File: config.mk
export PLATFORM = sky130hd
export DESIGN_NAME = self_prog_flash_address_map
export DESIGN_NICKNAME = d
export VERILOG_FILES = /design/src/rtl/flash_map_pkg.sv /design/src/rtl/boot_size_decode.sv /design/src/rtl/self_prog_flash_address_map.sv
export SDC_FILE = /design/constraint.sdc
export NUM_CORES = 1
export LEC_CHECK = 0
export BUFFER_PORTS_ARGS = -buffer_cell sky130_fd_sc_hd__clkbuf_2
export CAP_MARGIN = 20
export CORE_UTILIZATION = 36
export DETAILED_ROUTE_END_ITERATION = 6
export PLACE_DENSITY = 0.76
export REMOVE_ABC_BUFFERS = 1
export SKIP_LAST_GASP = 1
export SLEW_MARGIN = 20
export SYNTH_ARGS = -nofsm -noshare
export SYNTH_HDL_FRONTEND = slang
export SYNTH_SLANG_ARGS = --single-unit
File: constraint.sdc
create_clock -name sys_clk_in -period 2.15 [get_ports sys_clk_in]
set_input_delay 0.215 -clock sys_clk_in [delete_from_list [all_inputs] [get_ports sys_clk_in]]
set_output_delay 0.215 -clock sys_clk_in [all_outputs]
set_load 0.02 [all_outputs]
File: src/rtl/flash_map_pkg.sv
// constants for the self-programming flash address map
// Functional notes
// RULE_01: small variant decodes boot-size fuses to 512..4096 word sections ending at top.
// RULE_02: large variant boot starts 0x1FE00..0x1F000; vector is start, application ends below.
// RULE_03: small variant concurrent area 0x0000-0xEFFF, stall area 0xF000-0xFFFF.
// RULE_04: large variant concurrent area 0x00000-0x1EFFF, stall area 0x1F000-0x1FFFF.
// RULE_05: program counter is 16 bits small, 17 bits large, addressing 16-bit words.
// RULE_06: pages hold 128 words; word index comes from pointer bits 7 to 1.
// RULE_07: page number from pointer bits 16..8 small, 17..8 large, for erase and write.
// RULE_08: CPU keeps word index bits zero through a page write.
// RULE_09: pointer bit 0 zero for stores; for loads it selects low or high byte.
// RULE_10: pointer is 16 bits; bits 16 and 17 come from the extension register.
// RULE_11: while the busy flag is set, accesses to the concurrent area are blocked.
// RULE_12: page write or erase to the stall area halts the CPU for the whole operation.
// RULE_13: flag address as boot when at or above boot start, stall area above limit; code flags the stall area at or above LIMIT.
package flash_map_pkg;
    localparam int          WORD_IDX_BITS    = 7;
    localparam int          PAGE_WORDS       = 128;
    localparam logic [16:0] SMALL_TOP        = 17'h0FFFF;
    localparam logic [16:0] LARGE_TOP        = 17'h1FFFF;
    localparam logic [16:0] BOOT_512_WORDS   = 17'h00200;
    localparam logic [16:0] BOOT_1024_WORDS  = 17'h00400;
    localparam logic [16:0] BOOT_2048_WORDS  = 17'h00800;
    localparam logic [16:0] BOOT_4096_WORDS  = 17'h01000;
    localparam logic [16:0] STALL_AREA_WORDS = 17'h01000;
    localparam logic [16:0] RESET_ADDR       = 17'h00000;
    typedef enum logic [1:0] {
        OP_IDLE,
        OP_FILL,
        OP_ERASE,
        OP_WRITE
    } op_t;
endpackage : flash_map_pkg

File: src/rtl/boot_size_decode.sv
// boot-size fuse decoder for one flash size
module boot_size_decode
    import flash_map_pkg::*;
#(
    parameter logic [16:0] TOP = SMALL_TOP
) (
    input  wire logic        boot_size_sel_hi_in,
    input  wire logic        boot_size_sel_lo_in,
    output logic      [16:0] boot_start_out,
    output logic      [16:0] app_end_out,
    output logic      [16:0] boot_words_out
);
    always_comb
    begin
        unique case ({boot_size_sel_hi_in, boot_size_sel_lo_in}) // [RULE_01] [RULE_02]
            2'b11:   boot_words_out = BOOT_512_WORDS;
            2'b10:   boot_words_out = BOOT_1024_WORDS;
            2'b01:   boot_words_out = BOOT_2048_WORDS;
            default: boot_words_out = BOOT_4096_WORDS;
        endcase
        boot_start_out = TOP - boot_words_out + 17'h00001; // [RULE_02]
        app_end_out    = boot_start_out - 17'h00001;       // [RULE_02]
    end
endmodule : boot_size_decode

File: src/rtl/self_prog_flash_address_map.sv
// flash address map for self-programming: sections, page and word split
module self_prog_flash_address_map
    import flash_map_pkg::*;
#(
    parameter bit LARGE = 1'b0
) (
    input  wire logic        sys_clk_in,
    input  wire logic        srst_in,
    input  wire logic        boot_size_sel_hi_in,
    input  wire logic        boot_size_sel_lo_in,
    input  wire logic [15:0] pointer_in,
    input  wire logic [7:0]  pointer_extension_reg_in,
    input  wire logic        store_req_in,
    input  wire logic [1:0]  store_kind_in,
    input  wire logic        program_load_instr_in,
    input  wire logic        op_done_in,
    input  wire logic        concurrent_area_busy_flag_in,
    input  wire logic [16:0] fetch_addr_in,
    output logic      [16:0] boot_start_out,
    output logic      [16:0] boot_reset_vector_out,
    output logic      [16:0] app_end_out,
    output logic      [9:0]  page_number_out,
    output logic      [6:0]  word_in_page_out,
    output logic      [16:0] load_word_addr_out,
    output logic             load_high_byte_out,
    output logic             fetch_is_boot_out,
    output logic             fetch_in_stall_area_out,
    output logic             fetch_blocked_out,
    output logic             cpu_halt_out,
    output logic             store_addr_error_out,
    output logic      [1:0]  op_out
);
    import flash_map_pkg::*;

    localparam int          PC_BITS = LARGE ? 17 : 16; // [RULE_05]
    localparam logic [16:0] TOP     = LARGE ? LARGE_TOP : SMALL_TOP;
    localparam logic [16:0] LIMIT   = TOP - STALL_AREA_WORDS + 17'h00001;

    logic [16:0] boot_start;
    logic [16:0] app_end;
    logic [17:0] full_ptr;
    logic [16:0] word_addr;
    logic [9:0]  page_d;
    logic [9:0]  page_q;
    logic [6:0]  word_d;
    logic [6:0]  word_q;
    logic [16:0] load_d;
    logic [16:0] load_q;
    logic        hb_d;
    logic        hb_q;
    logic        halt_d;
    logic        halt_q;
    logic        err_d;
    logic        err_q;
    op_t         op_d;
    op_t         op_q;

    boot_size_decode #(
        .TOP (TOP)
    ) u_decode (
        .boot_size_sel_hi_in (boot_size_sel_hi_in),
        .boot_size_sel_lo_in (boot_size_sel_lo_in),
        .boot_start_out      (boot_start),
        .app_end_out         (app_end),
        .boot_words_out      ()
    );

    // bits above the pointer come from the extension register
    assign full_ptr  = {pointer_extension_reg_in[1:0], pointer_in}; // [RULE_10]
    assign word_addr = LARGE ? full_ptr[17:1] : {1'b0, full_ptr[16:1]}; // [RULE_05]

    always_comb
    begin
        page_d = page_q;
        word_d = word_q;
        load_d = load_q;
        hb_d   = hb_q;
        halt_d = halt_q;
        err_d  = 1'b0;
        op_d   = op_q;
        if (program_load_instr_in)
        begin
            load_d = word_addr;
            hb_d   = pointer_in[0]; // [RULE_09]
        end
        unique case (op_q)
            OP_IDLE:
            begin
                if (store_req_in)
                begin
                    // a store with bit 0 set is still carried out, only flagged
                    err_d = pointer_in[0]; // [RULE_09]
                    unique case (store_kind_in)
                        2'd0:
                        begin
                            word_d = pointer_in[7:1]; // [RULE_06]
                            op_d   = OP_FILL;
                        end
                        2'd1:
                        begin
                            page_d = LARGE ? full_ptr[17:8] : {1'b0, full_ptr[16:8]}; // [RULE_07]
                            op_d   = OP_ERASE;
                            halt_d = word_addr >= LIMIT; // [RULE_12]
                        end
                        default:
                        begin
                            page_d = LARGE ? full_ptr[17:8] : {1'b0, full_ptr[16:8]}; // [RULE_07]
                            // word index must be zero for a page write
                            err_d  = pointer_in[0] | (pointer_in[7:1] != 7'h00); // [RULE_08]
                            op_d   = OP_WRITE;
                            halt_d = word_addr >= LIMIT; // [RULE_12]
                        end
                    endcase
                end
            end
            OP_FILL:
                op_d = OP_IDLE;
            OP_ERASE, OP_WRITE:
            begin
                if (op_done_in)
                begin
                    op_d   = OP_IDLE;
                    halt_d = 1'b0;
                end
            end
        endcase
    end

    always_ff @(posedge sys_clk_in)
    begin
        if (srst_in)
        begin
            page_q <= 10'h000;
            word_q <= 7'h00;
            load_q <= RESET_ADDR;
            hb_q   <= 1'b0;
            halt_q <= 1'b0;
            err_q  <= 1'b0;
            op_q   <= OP_IDLE;
        end
        else
        begin
            page_q <= page_d;
            word_q <= word_d;
            load_q <= load_d;
            hb_q   <= hb_d;
            halt_q <= halt_d;
            err_q  <= err_d;
            op_q   <= op_d;
        end
    end

    assign boot_start_out          = boot_start;
    assign boot_reset_vector_out   = boot_start; // [RULE_02]
    assign app_end_out             = app_end;
    assign page_number_out         = page_q;
    assign word_in_page_out        = word_q;
    assign load_word_addr_out      = load_q;
    assign load_high_byte_out      = hb_q;
    assign fetch_is_boot_out       = fetch_addr_in >= boot_start; // [RULE_13]
    assign fetch_in_stall_area_out = fetch_addr_in >= LIMIT; // [RULE_03] [RULE_04] [RULE_13]
    assign fetch_blocked_out       = concurrent_area_busy_flag_in & (fetch_addr_in < LIMIT); // [RULE_11]
    assign cpu_halt_out            = halt_q;
    assign store_addr_error_out    = err_q;
    assign op_out                  = op_q;

    stall_halt_a: assert property (@(posedge sys_clk_in) disable iff (srst_in)
        (op_q == OP_IDLE && store_req_in && store_kind_in != 2'd0 && word_addr >= LIMIT)
        |=> cpu_halt_out) else $error("halt missing for stall area op"); // [RULE_12]
    halt_hold_a: assert property (@(posedge sys_clk_in) disable iff (srst_in)
        (cpu_halt_out && !op_done_in) |=> cpu_halt_out) else $error("halt dropped early"); // [RULE_12]
    block_area_a: assert property (@(posedge sys_clk_in) disable iff (srst_in)
        (concurrent_area_busy_flag_in && fetch_addr_in <= LIMIT - 17'h00001)
        |-> fetch_blocked_out) else $error("busy area not blocked"); // [RULE_11]
    fill_word_a: assert property (@(posedge sys_clk_in) disable iff (srst_in)
        (op_q == OP_IDLE && store_req_in && store_kind_in == 2'd0)
        |=> word_in_page_out == $past(pointer_in[7:1])) else $error("bad word index"); // [RULE_06]
    erase_page_a: assert property (@(posedge sys_clk_in) disable iff (srst_in)
        (op_q == OP_IDLE && store_req_in && store_kind_in == 2'd1)
        |=> page_number_out[7:0] == $past(pointer_in[15:8])) else $error("bad page number"); // [RULE_07]
    load_byte_a: assert property (@(posedge sys_clk_in) disable iff (srst_in)
        program_load_instr_in |=> load_high_byte_out == $past(pointer_in[0]))
        else $error("bad byte select"); // [RULE_09]
    vector_end_a: assert property (@(posedge sys_clk_in) disable iff (srst_in)
        app_end_out + 17'h00001 == boot_reset_vector_out) else $error("vector mismatch"); // [RULE_02]
    boot_flag_a: assert property (@(posedge sys_clk_in) disable iff (srst_in)
        (fetch_addr_in == TOP) |-> (fetch_is_boot_out && fetch_in_stall_area_out))
        else $error("top word not boot"); // [RULE_13]
    boot_min_a: assert property (@(posedge sys_clk_in) disable iff (srst_in)
        boot_start_out >= LIMIT) else $error("boot start below stall area"); // [RULE_01]
    // the next three checks tie registered results to the pointer seen at the taking edge
    write_page_a: assert property (@(posedge sys_clk_in) disable iff (srst_in)
        (op_q == OP_IDLE && store_req_in && store_kind_in[1])
        |=> page_number_out[7:0] == $past(pointer_in[15:8])) else $error("bad write page"); // [RULE_07]
    load_addr_a: assert property (@(posedge sys_clk_in) disable iff (srst_in)
        program_load_instr_in |=> load_word_addr_out[14:0] == $past(pointer_in[15:1]))
        else $error("bad load word address"); // [RULE_05]
    load_ext_a: assert property (@(posedge sys_clk_in) disable iff (srst_in)
        program_load_instr_in |=> load_word_addr_out[15] == $past(pointer_extension_reg_in[0]))
        else $error("extension bit not used"); // [RULE_10]
    halt_end_a: assert property (@(posedge sys_clk_in) disable iff (srst_in)
        (cpu_halt_out && op_done_in) |=> !cpu_halt_out) else $error("halt not released"); // [RULE_12]
    no_halt_a: assert property (@(posedge sys_clk_in) disable iff (srst_in)
        (op_q == OP_IDLE && store_req_in && word_addr < LIMIT)
        |=> !cpu_halt_out) else $error("halt in concurrent area"); // [RULE_12]
    store_error_a: assert property (@(posedge sys_clk_in) disable iff (srst_in)
        (op_q == OP_IDLE && store_req_in && pointer_in[0])
        |=> store_addr_error_out) else $error("odd pointer not flagged"); // [RULE_09]
    fill_idle_a: assert property (@(posedge sys_clk_in) disable iff (srst_in)
        (op_q == OP_FILL) |=> (op_q == OP_IDLE)) else $error("fill not single cycle"); // [RULE_06]
    stall_flag_a: assert property (@(posedge sys_clk_in) disable iff (srst_in)
        fetch_in_stall_area_out == (fetch_addr_in >= TOP - 17'h00FFF))
        else $error("stall flag wrong"); // [RULE_03]
    idle_error_a: assert property (@(posedge sys_clk_in) disable iff (srst_in)
        (!store_req_in) |=> !store_addr_error_out) else $error("error without store"); // [RULE_09]
endmodule : self_prog_flash_address_map

==> results of run 1 <==
==> cell usage in the layout (no fill, tap or decap) <==
cell type,netlist,layout
inv_1,5,4
or4b_1,1,1
nor2_2,1,2
and4b_1,1,1
nand2_2,0,1
dfxtp_1,37,37
buf_4,44,6
a21oi_1,20,20
nor2_1,23,22
nor4_1,3,3
nor2b_1,1,1
o21ai_2,1,1
mux2i_1,17,17
a31oi_1,1,1
nand4_1,1,1
o21ai_1,0,1
nand2_1,34,33
a2111oi_1,0,1
nand3_1,12,12
nor3b_4,1,1
clkbuf_2,0,96
ha_4,0,2
ha_1,6,4
buf_8,0,1
nand2b_1,5,4
inv_4,0,1
clkbuf_1,7,1
a41oi_1,1,1
o21ai_0,2,1
conb_1,2,39
nor4b_1,1,1
nand2b_4,0,1
nor3_1,2,2
or3b_2,1,1
clkbuf_8,0,7
a2111o_1,1,1
==> metal layers <==
layer | global-route usage | wire, um | share of wire
met1 | 0.1586 | 1758 | 0.40
met2 | 0.2728 | 2146 | 0.49
met3 | 0.06085 | 436 | 0.099
met4 | 0.06173 | 63 | 0.014
met5 | 0 | 0 | 0
==> power breakdown <==
group          internal, uW  switching, uW  leakage, uW
Combinational           144            272     0.000926
Clock                   254            234    0.0000443
Sequential              723           23.0     0.000304
Total                  1120            529      0.00127
==> cell type report <==
type | instances | area (um2)
Multi-Input combinational cell | 176 | 993.5
Tap cell | 70 | 87.58
Sequential cell | 37 | 740.7
Fill cell | 514 | 2656
Clock buffer | 7 | 86.33
Inverter | 5 | 21.27
Timing Repair Buffer | 104 | 554.3
==> cell usage after synthesis <==
library cell / count
a2111o_1: 1
a2111oi_0: 1
a21oi_1: 20
a31oi_1: 1
a41oi_1: 1
and4b_1: 1
buf_2: 1
buf_4: 44
clkbuf_1: 7
conb_1: 2
dfxtp_1: 37
ha_1: 6
inv_1: 5
mux2i_1: 17
nand2_1: 34
nand2b_1: 5
nand3_1: 12
nand4_1: 1
nor2_1: 23
nor2_2: 1
nor2b_1: 1
nor3_1: 2
nor3b_4: 1
nor4_1: 3
nor4b_1: 1
o21ai_0: 2
o21ai_2: 1
or3b_2: 1
or4b_1: 1
==> sequential cells by signal (all words and copies together), names as in the netlist <==
signal / cells
load_word_addr_out: 16
page_number_out: 9
word_in_page_out: 7
op_out: 2
cpu_halt_out: 1
load_high_byte_out: 1
store_addr_error_out: 1
==> logic make-up after synthesis <==
family,Yosys count,synth area share
multiplexers,17,0.08785
other,2,0.003877
AND/OR/NAND/NOR,87,0.2112
adder cells (fa/ha/maj),6,0.03876
flip-flops,37,0.3824
AO/OA/AOI/OAI,27,0.07946
buffers and inverters,57,0.1964
==> critical path, stage by stage <==
cell and delay (ns):
buf_8 0.10, nand2b_4 0.13, ha_4 0.28, inv_4 0.04, ha_4 0.22, and4b_1 0.16
nand3_1 0.07, o21ai_1 0.07, a2111o_1 0.42, clkbuf_8 0.16
==> repair_timing <==
action	4_1_cts	5_1_grt
pin swaps	2	4
cloned	0	0
setup endpoints to repair	1	1
gates resized for setup	4	13
setup buffers	0	1
==> how the worst max path moves through the flow <==
stage,startpoint,endpoint,slack (ns)
floorplan,boot_size_sel_lo_in,fetch_is_boot_out,-0.06
global placement,boot_size_sel_lo_in,fetch_is_boot_out,-0.03
detailed placement,boot_size_sel_lo_in,fetch_is_boot_out,-0.05
CTS,boot_size_sel_hi_in,fetch_is_boot_out,0.00008
global route,boot_size_sel_lo_in,fetch_is_boot_out,0.002
finish,boot_size_sel_lo_in,fetch_is_boot_out,0.07
==> through the flow <==
stage	util	setup slack (ns)
6_report	0.4832	0.07146
5_1_grt	0.4832	0.002427
4_1_cts	0.4752	0.00007505
3_5_place_dp	0.4528	-0.04811
3_3_place_gp	0.4528	-0.03105
2_1_floorplan	-	-0.05566
==> metrics, run 1 <==
CTS tree built; final hold slack 0.1631 ns; PwrDens 664.3 mW/mm2; FF-to-FF path depth 4; number of port buffers 99; worst clock skew 0.009484 ns; Clock Tree Buf Depth 2; CTS buffer count 5; iteration count of the initial detailed-routing pass 4; gr ovfl total 0; Max Cap Viol 0; Worst setup EP type output port; Slew Limit Headroom 0.5194; layout cells sized above 1 0.3647; non-filler cells, final 399; Synth area leader dfxtp_1; Initial Utilization 0.3768; Mapped Cells 233; n_diodes 0; post-synthesis register bit count 37; Layout Area Growth over Synthesis 28.23%; Tot Pwr 1650 uW; Worst EP arrival 1.86 ns; Net count, final 386; DRC violations left 0; RD Place Congestion 0.8179; Design Area, Final 0.002484 mm2; vias in the first global route 1526; final setup fails 0; core region area 0.005140 mm2; first-pass GRT wire length 6458 um; DP HPWL 3353 um; Avg Inst Size Synth 8.313 um2; H-tree depth 2; Max Clk Rate 0.4811 GHz; reg-to-reg slack, setup 0.51 ns; min Tclk post-route 2.079 ns; P_leak 0.001274 uW; die area 0.005678 mm2; initial antenna violation count 0; clk root buf clkbuf_8; Ports 144; clk_lat worst skew 0.29 ns; RSZ-0062 raised after global routing false; Worst-Margin Slew 0.7209 ns; Hold-fix buffers, CTS 0; terminus of the critical flop-to-flop path cpu_halt_out; largest net degree at the start of global routing 38; required time of the critical path 1.93 ns; Hold Path End page_number_out[4]; Cell Area, Synth 0.001937 mm2; vias 1797; Min-Delay Path Depth 3; First DRT Iteration DRCs 25; Cell variety after synth 29; chip width 75.35 um; post-placement cell area 0.002327 mm2; Ys Warns 0; crit-path max FO 5; status completed; kind of critical path input port to output port; Slew Limit Fails 0; drt via density 4.504; Post-DRT Antenna Nets 0; Yosys top cell area share 0.3824; critical path launch point type input port; final wirelength 4405 um; Synth area leaders dfxtp_1 38%, buf_4 17%, mux2i_1 8.8%, nand2_1 6.6%, a21oi_1 5.2%; Cell Rows 26; fin crit share 0.9668; Post-Place Cells 391; Final TNS setup 0 ns; routed len/inst 11.04 um; worst r2r src op_out[1]; hold_sp pointer_in[12]; Die Ht 75.35 um; clk slew on worst S/H paths 0.07 ns; Clock Sinks 37; VDD IR-drop max 0.5389 mV; Final Hold Viols 0; sequential-to-total area share from yosys stat 0.3824; GRT Util Overall 0.1522; HP Class input port to flip-flop
(Power assumes the default switching activity.)
==> run 2, diff against run 1 <==
==> constraint.sdc (replaced) <==
create_clock -name sys_clk_in -period 2.15 [get_ports sys_clk_in]
set_input_delay 0.5375 -clock sys_clk_in [delete_from_list [all_inputs] [get_ports sys_clk_in]]
set_output_delay 0.5375 -clock sys_clk_in [all_outputs]
set_load 0.02 [all_outputs]
==> run 2 against run 1 <==
  * The run now ends with setup timing left
  * Register-to-register slack improved by 0.07 ns
  * Critical path depth unchanged
  * Clock power increased by 7.8%
  * Die area unchanged
  * Combinational power increased by 3%
  * Flip-flop and latch count unchanged
  * Sequential share of layout area decreased by 0.69 points
  * Clock-buffer cell count unchanged
  * First-iteration DRC count increased by 20%
  * Largest cell class unchanged
  * Worst hold slack improved by 0.29 ns
==> metrics, run 2 (synthesis gave the netlist of run 1 again) <==
drt via density 4.429 (-1.7%); Ports 144 (unchanged); status finished, violations left; crit-path max FO 3 (-2); final setup margin -0.5514 ns (-0.6229 ns); first-pass GRT wire length 6624 um (+2.6%); kind of critical path input port to output port; Layout Area Growth over Synthesis 31.27%; vias in the first global route 1560 (+2.2%); CTS tree built; layout cells sized above 1 0.3810 (+0.01621); clk root buf clkbuf_8; largest net degree at the start of global routing 38 (unchanged); vias 1798 (+0.056%); failing checks setup timing; die area 0.005678 mm2 (unchanged); Post-DRT Antenna Nets 0 (unchanged); HP Class flip-flop to flip-flop; Max Clk Rate 0.3702 GHz (-23%); final setup fails 1 (+1); RD Place Congestion 0.8042 (-1.7%); n_diodes 0 (unchanged); most common cell after layout, fill and taps aside clkbuf_2; critical path's slowest cell a2111o_1; Worst EP arrival 2.16 ns (+0.30 ns); fin crit share 1.256 (+0.2897); worst clock skew 0.006144 ns (-0.003341 ns); First DRT Iteration DRCs 30 (+20%); chip width 75.35 um (unchanged); core region area 0.005140 mm2 (unchanged); RSZ-0062 raised after global routing true; Net count, final 392 (+1.6%); required time of the critical path 1.61 ns (-0.32 ns); final wirelength 4475 um (+1.6%); Worst-Margin Slew 0.7407 ns (+0.01983 ns); Clock Tree Buf Depth 2 (unchanged); routed len/inst 11.02 um (-0.16%); clk_lat worst skew 0.28 ns (about the same); initial antenna violation count 0 (unchanged); Hold-fix buffers, CTS 0 (unchanged); Min-Delay Path Depth 2 (-1); fillers 525 (+2.1%); PwrDens 668.1 mW/mm2 (+0.57%); critical path launch point type input port; gr ovfl total 0 (unchanged); Die Ht 75.35 um (unchanged); most frequent cells in the layout 96 x clkbuf_2, 39 x conb_1, 37 x dfxtp_1; Cell Rows 26 (unchanged); GRT Util Overall 0.1547 (+0.002470); DRC violations left 0 (unchanged); Max Cap Viol 0 (unchanged); Clock Sinks 37 (unchanged); VDD IR-drop max 0.4659 mV (-14%); CTS buffer count 5 (unchanged); Final Hold Viols 0 (unchanged); max FFs per register 16 (unchanged); Tot Pwr 1699 uW (+2.9%); clk slew on worst S/H paths 0.07 ns (about the same); number of port buffers 99 (unchanged); Worst setup EP type output port; CP Cell Sequence clkbuf_8 > nand2b_4 > ha_4 > inv_2 > ha_4 > and4b_1 > nand3_1 > o21ai_1 > a2111o_1 > clkbuf_8; DP HPWL 3416 um (+1.9%); Slew Limit Headroom 0.5062 (-0.01322); P_leak 0.001313 uW (+3.0%); Slew Limit Fails 0 (unchanged); FF-to-FF path depth 4 (unchanged); Core Util, Final 0.4946 (+0.01144); H-tree depth 2 (unchanged); min Tclk post-route 2.701 ns (+0.6229 ns); iteration count of the initial detailed-routing pass 4 (unchanged); worst stage delay on the critical path 0.38 ns (-0.04 ns); Initial Utilization 0.3768 (unchanged)
==> run 2: cell count changes in the layout (fill, tap and decap cells not counted) <==
cell	change
clkbuf_4	+1
clkinv_2	+1
a2111oi_1	-1
clkbuf_8	+2
buf_4	+5
a2111oi_2	+1
clkbuf_1	-1
nor2_2	-1
inv_4	-1
buf_8	-1
inv_2	+1
nor2_1	+1
==> run 2: worst paths after layout <==
check / end / startpoint / slack, ns
setup / recovery: fetch_is_boot_out / boot_size_sel_lo_in / -0.55
hold / removal: word_in_page_out[0] / word_in_page_out[0] / 0.45
setup reg to reg: page_number_out[1] / op_out[1] / 0.58
hold reg to reg: word_in_page_out[0] / word_in_page_out[0] / 0.45
==> run 2: timing repair <==
action | in CTS | in global routing
cloned | 0 | 0
pin swaps | 3 | 0
endpoints found under the setup margin | 1 | 1
resized for setup | 10 | 4
buffers inserted | 2 | 0
==> run 2: per-layer routing <==
metal  vias to the layer above  wire, um  global-route usage
met4                         0        89             0.07407
met1                       801      1781              0.1683
met5                         -         0                   0
met3                         8       399             0.05556
met2                        88      2204              0.2679
li1                        901         -                   -
==> run 2: area by class of cell <==
type,count,area (um2),share of cell area
multi-input cells,176,996.0,0.3917
flip-flops and latches,37,740.7,0.2913
repair buffers,110,598.1,0.2352
clock buffers,7,96.34,0.03789
well taps,70,87.58,0.03445
inverters,5,18.77,0.007382
clock inverters,1,5.005,0.001969
==> run 2: worst max-delay path: cells and delay by family <==
family | cells | cell delay [ns]
adder cells (fa/ha/maj) | 2 | 0.47
AND/OR/NAND/NOR | 3 | 0.40
AO/OA/AOI/OAI | 2 | 0.45
buffers and inverters | 3 | 0.32
==> run 2: report_power, final <==
part           internal (uW)  leakage, uW  switching (uW)  total (uW)
clock                    290    0.0000542             238         527
sequential               723     0.000304            22.9         746
combinational            151     0.000955             274         426
total                   1160      0.00131             535        1700
==> run 2: per-stage QoR <==
step / std cells / area (um2) / setup TNS (ns) / setup slack (ns) / hold WS (ns)
floorplan: 218 / 1714 / -0.7007 / -0.7007 / 0.5284
finish: 406 / 2542 / -0.5514 / -0.5514 / 0.4541
detailed placement: 396 / 2365 / -0.7605 / -0.7605 / 0.4472
global placement: 396 / 2365 / -0.6765 / -0.6765 / 0.4413
global route: 406 / 2542 / -0.6227 / -0.6227 / 0.4802
CTS: 406 / 2534 / -0.5446 / -0.5446 / 0.4568
==> run 3, diff against run 2 <==
--- a/config.mk
+++ b/config.mk
@@ -11,6 +11,7 @@
 export DETAILED_ROUTE_END_ITERATION = 6
 export PLACE_DENSITY = 0.76
 export REMOVE_ABC_BUFFERS = 1
+export SETUP_SLACK_MARGIN = 0.5
 export SKIP_LAST_GASP = 1
 export SLEW_MARGIN = 20
 export SYNTH_ARGS = -nofsm -noshare
==> run 3 against run 2 <==
  * The flow still finishes with violations (setup timing)
  * Sequential share of layout area down 2.9 points
  * Flip-flop and latch count is the same
  * Critical path type unchanged
  * Worst hold slack lost 0.00052 ns
  * Clock power about the same
  * Largest power group unchanged
==> metrics, run 3 (synthesis gave the netlist of run 1 again) <==
status finished, violations left; failing checks setup timing; critical path launch point type input port; largest net degree at the start of global routing 38 (unchanged); number of port buffers 99 (unchanged); critical path's slowest cell a2111o_1; switching pwr 566.5 uW (+5.9%); min Tclk post-route 2.739 ns (+0.03725 ns); iteration count of the initial detailed-routing pass 4 (unchanged); Clock Sinks 37 (unchanged); PwrDens 637.4 mW/mm2 (-4.6%); CTS tree built; crit-path max FO 3 (unchanged); part of the power in combinational logic 0.292 (+0.041); Worst-Margin Slew 0.7456 ns (+0.004856 ns); Slew Limit Fails 0 (unchanged); Power Internal 1232 uW (+5.8%); non-filler cells, final 413 (+1.7%); Slew Limit Headroom 0.5029 (-0.003237); clk_lat worst skew 0.28 ns (about the same); final wirelength 5333 um (+19%); most common cell after layout, fill and taps aside clkbuf_2; routed len/inst 12.91 um (+17%); RSZ-0062 raised after global routing true; hold_sp word_in_page_out[0]; Net count, final 399 (+1.8%); Initial Utilization 0.3768 (unchanged); Ports 144 (unchanged); DRC violations left 0 (unchanged); DP HPWL 3416 um (unchanged); vias in the first global route 1638 (+5.0%); Reg power frac 0.415 (-0.024); P_leak 0.001418 uW (+8.0%); clk root buf clkbuf_8; first-pass GRT wire length 7148 um (+7.9%); core region area 0.005140 mm2 (unchanged); Post-DRT Antenna Nets 0 (unchanged); final setup margin -0.5887 ns (-0.03725 ns); Min-Delay Path Depth 2 (unchanged); Cell Rows 26 (unchanged); First DRT Iteration DRCs 49 (+63%); Die Ht 75.35 um (unchanged); Final Hold Viols 0 (unchanged); Place WS -0.7605 ns (unchanged); Worst EP arrival 2.20 ns (+0.04 ns); worst clock skew 0.005608 ns (-0.0005354 ns); most frequent cells in the layout 80 x clkbuf_2, 39 x conb_1, 37 x dfxtp_1; Worst setup EP type output port; HP Class flip-flop to flip-flop; n_diodes 0 (unchanged); final setup fails 3 (+2); CP Cell Sequence buf_8 > nand2b_4 > ha_4 > inv_2 > ha_4 > and4b_1 > nand3_1 > o21ai_1 > a2111o_1 > clkbuf_8; cell mode on critical path ha_4; kind of critical path input port to output port; Layout Area Growth over Synthesis 45.67%; VDD IR-drop max 0.4666 mV (+0.15%); worst stage delay on the critical path 0.38 ns (about the same); chip width 75.35 um (unchanged); initial antenna violation count 0 (unchanged); Post-Place Cells 396 (unchanged); Clock Tree Buf Depth 2 (unchanged); worst r2r src op_out[1]; clk slew on worst S/H paths 0.07 ns (about the same); Max Clk Rate 0.3651 GHz (-1.4%); die area 0.005678 mm2 (unchanged); max FFs per register 16 (unchanged); Net Sw Frac 0.3150 (about the same); Setup crit start boot_size_sel_lo_in; required time of the critical path 1.61 ns (about the same); layout cells sized above 1 0.4082 (+0.02721); RD Place Congestion 0.8042 (unchanged); Max Cap Viol 0 (unchanged); fin crit share 1.274 (+0.01732); drt via density 4.554 (+2.8%); GRT Util Overall 0.1681 (+0.01340); CTS buffer count 5 (unchanged); gr ovfl total 0 (unchanged); fillers 473 (-9.9%); Clock Power Share 0.293 (-0.017); vias 1881 (+4.6%); FF-to-FF path depth 4 (unchanged); H-tree depth 2 (unchanged)
==> run 3: cell types whose count changed in the layout (fill, tap and decap cells not counted), moves of 2 or more <==
cell	previous run	this run
buf_4	11	7
buf_6	0	17
buf_8	0	10
clkbuf_2	96	80
nand2_1	33	30
nor2_4	0	2
==> run 3: what timing repair did <==
| action | CTS | global route |
|---|---|---|
| hold buffers | 0 | 0 |
| gates resized for setup | 40 | 32 |
| buffers inserted | 5 | 4 |
| pin swaps | 5 | 3 |
| setup endpoints to repair | 12 | 26 |
==> run 3: metrics by stage <==
stage               TNS (ns)  instance area [um2]  utilization  power, uW  hold slack, ns
floorplan            -0.7007                 1714            -      996.1          0.5284
global placement     -0.6765                 2365       0.4601       1158          0.4413
detailed placement   -0.7605                 2365       0.4601       1166          0.4472
CTS                  -0.7507                 2699       0.5251       1758          0.4568
global route          -1.650                 2821       0.5489       1888          0.4804
finish                -1.562                 2821       0.5489       1798          0.4535
==> run 3: area by class of cell <==
| cell class | count | area, um2 | area share |
|---|---|---|---|
| flip-flops and latches | 37 | 740.7 | 0.2625 |
| clock buffers | 7 | 96.34 | 0.03415 |
| clock inverters | 1 | 5.005 | 0.001774 |
| repair buffers | 117 | 835.8 | 0.2962 |
| multi-input cells | 176 | 1035 | 0.3667 |
| well taps | 70 | 87.58 | 0.03104 |
| inverters | 5 | 21.27 | 0.007539 |
==> run 3: power by group through the flow <==
stage          combinational, uW  clock (uW)  sequential, uW
3_5_place_dp                 405           0             761
5_1_grt                      566         571             751
6_report                     525         527             746
3_3_place_gp                 398           0             760
2_1_floorplan                191           0             805
4_1_cts                      470         542             746
==> run 3: path summary, 6_finish.rpt <==
check	to	slack (ns)
setup reg to reg	page_number_out[1]	0.68
hold / removal	word_in_page_out[0]	0.45
hold reg to reg	word_in_page_out[0]	0.45
setup / recovery	fetch_is_boot_out	-0.59
==> run 3: worst max-delay path: cells and delay by family <==
kind	cells	cell delay, ns
adders and majority gates	2	0.48
AOI/OAI and AO/OA	2	0.45
and+or+nand+nor	3	0.42
buffers and inverters	3	0.30
==> run 3: per-layer routing <==
| metal | global-route usage | part of all wire | vias up |
|---|---|---|---|
| li1 | - | - | 912 |
| met1 | 0.1814 | 0.37 | 848 |
| met2 | 0.2937 | 0.51 | 107 |
| met3 | 0.05952 | 0.089 | 14 |
| met4 | 0.08025 | 0.024 | 0 |
| met5 | 0 | 0 | - |
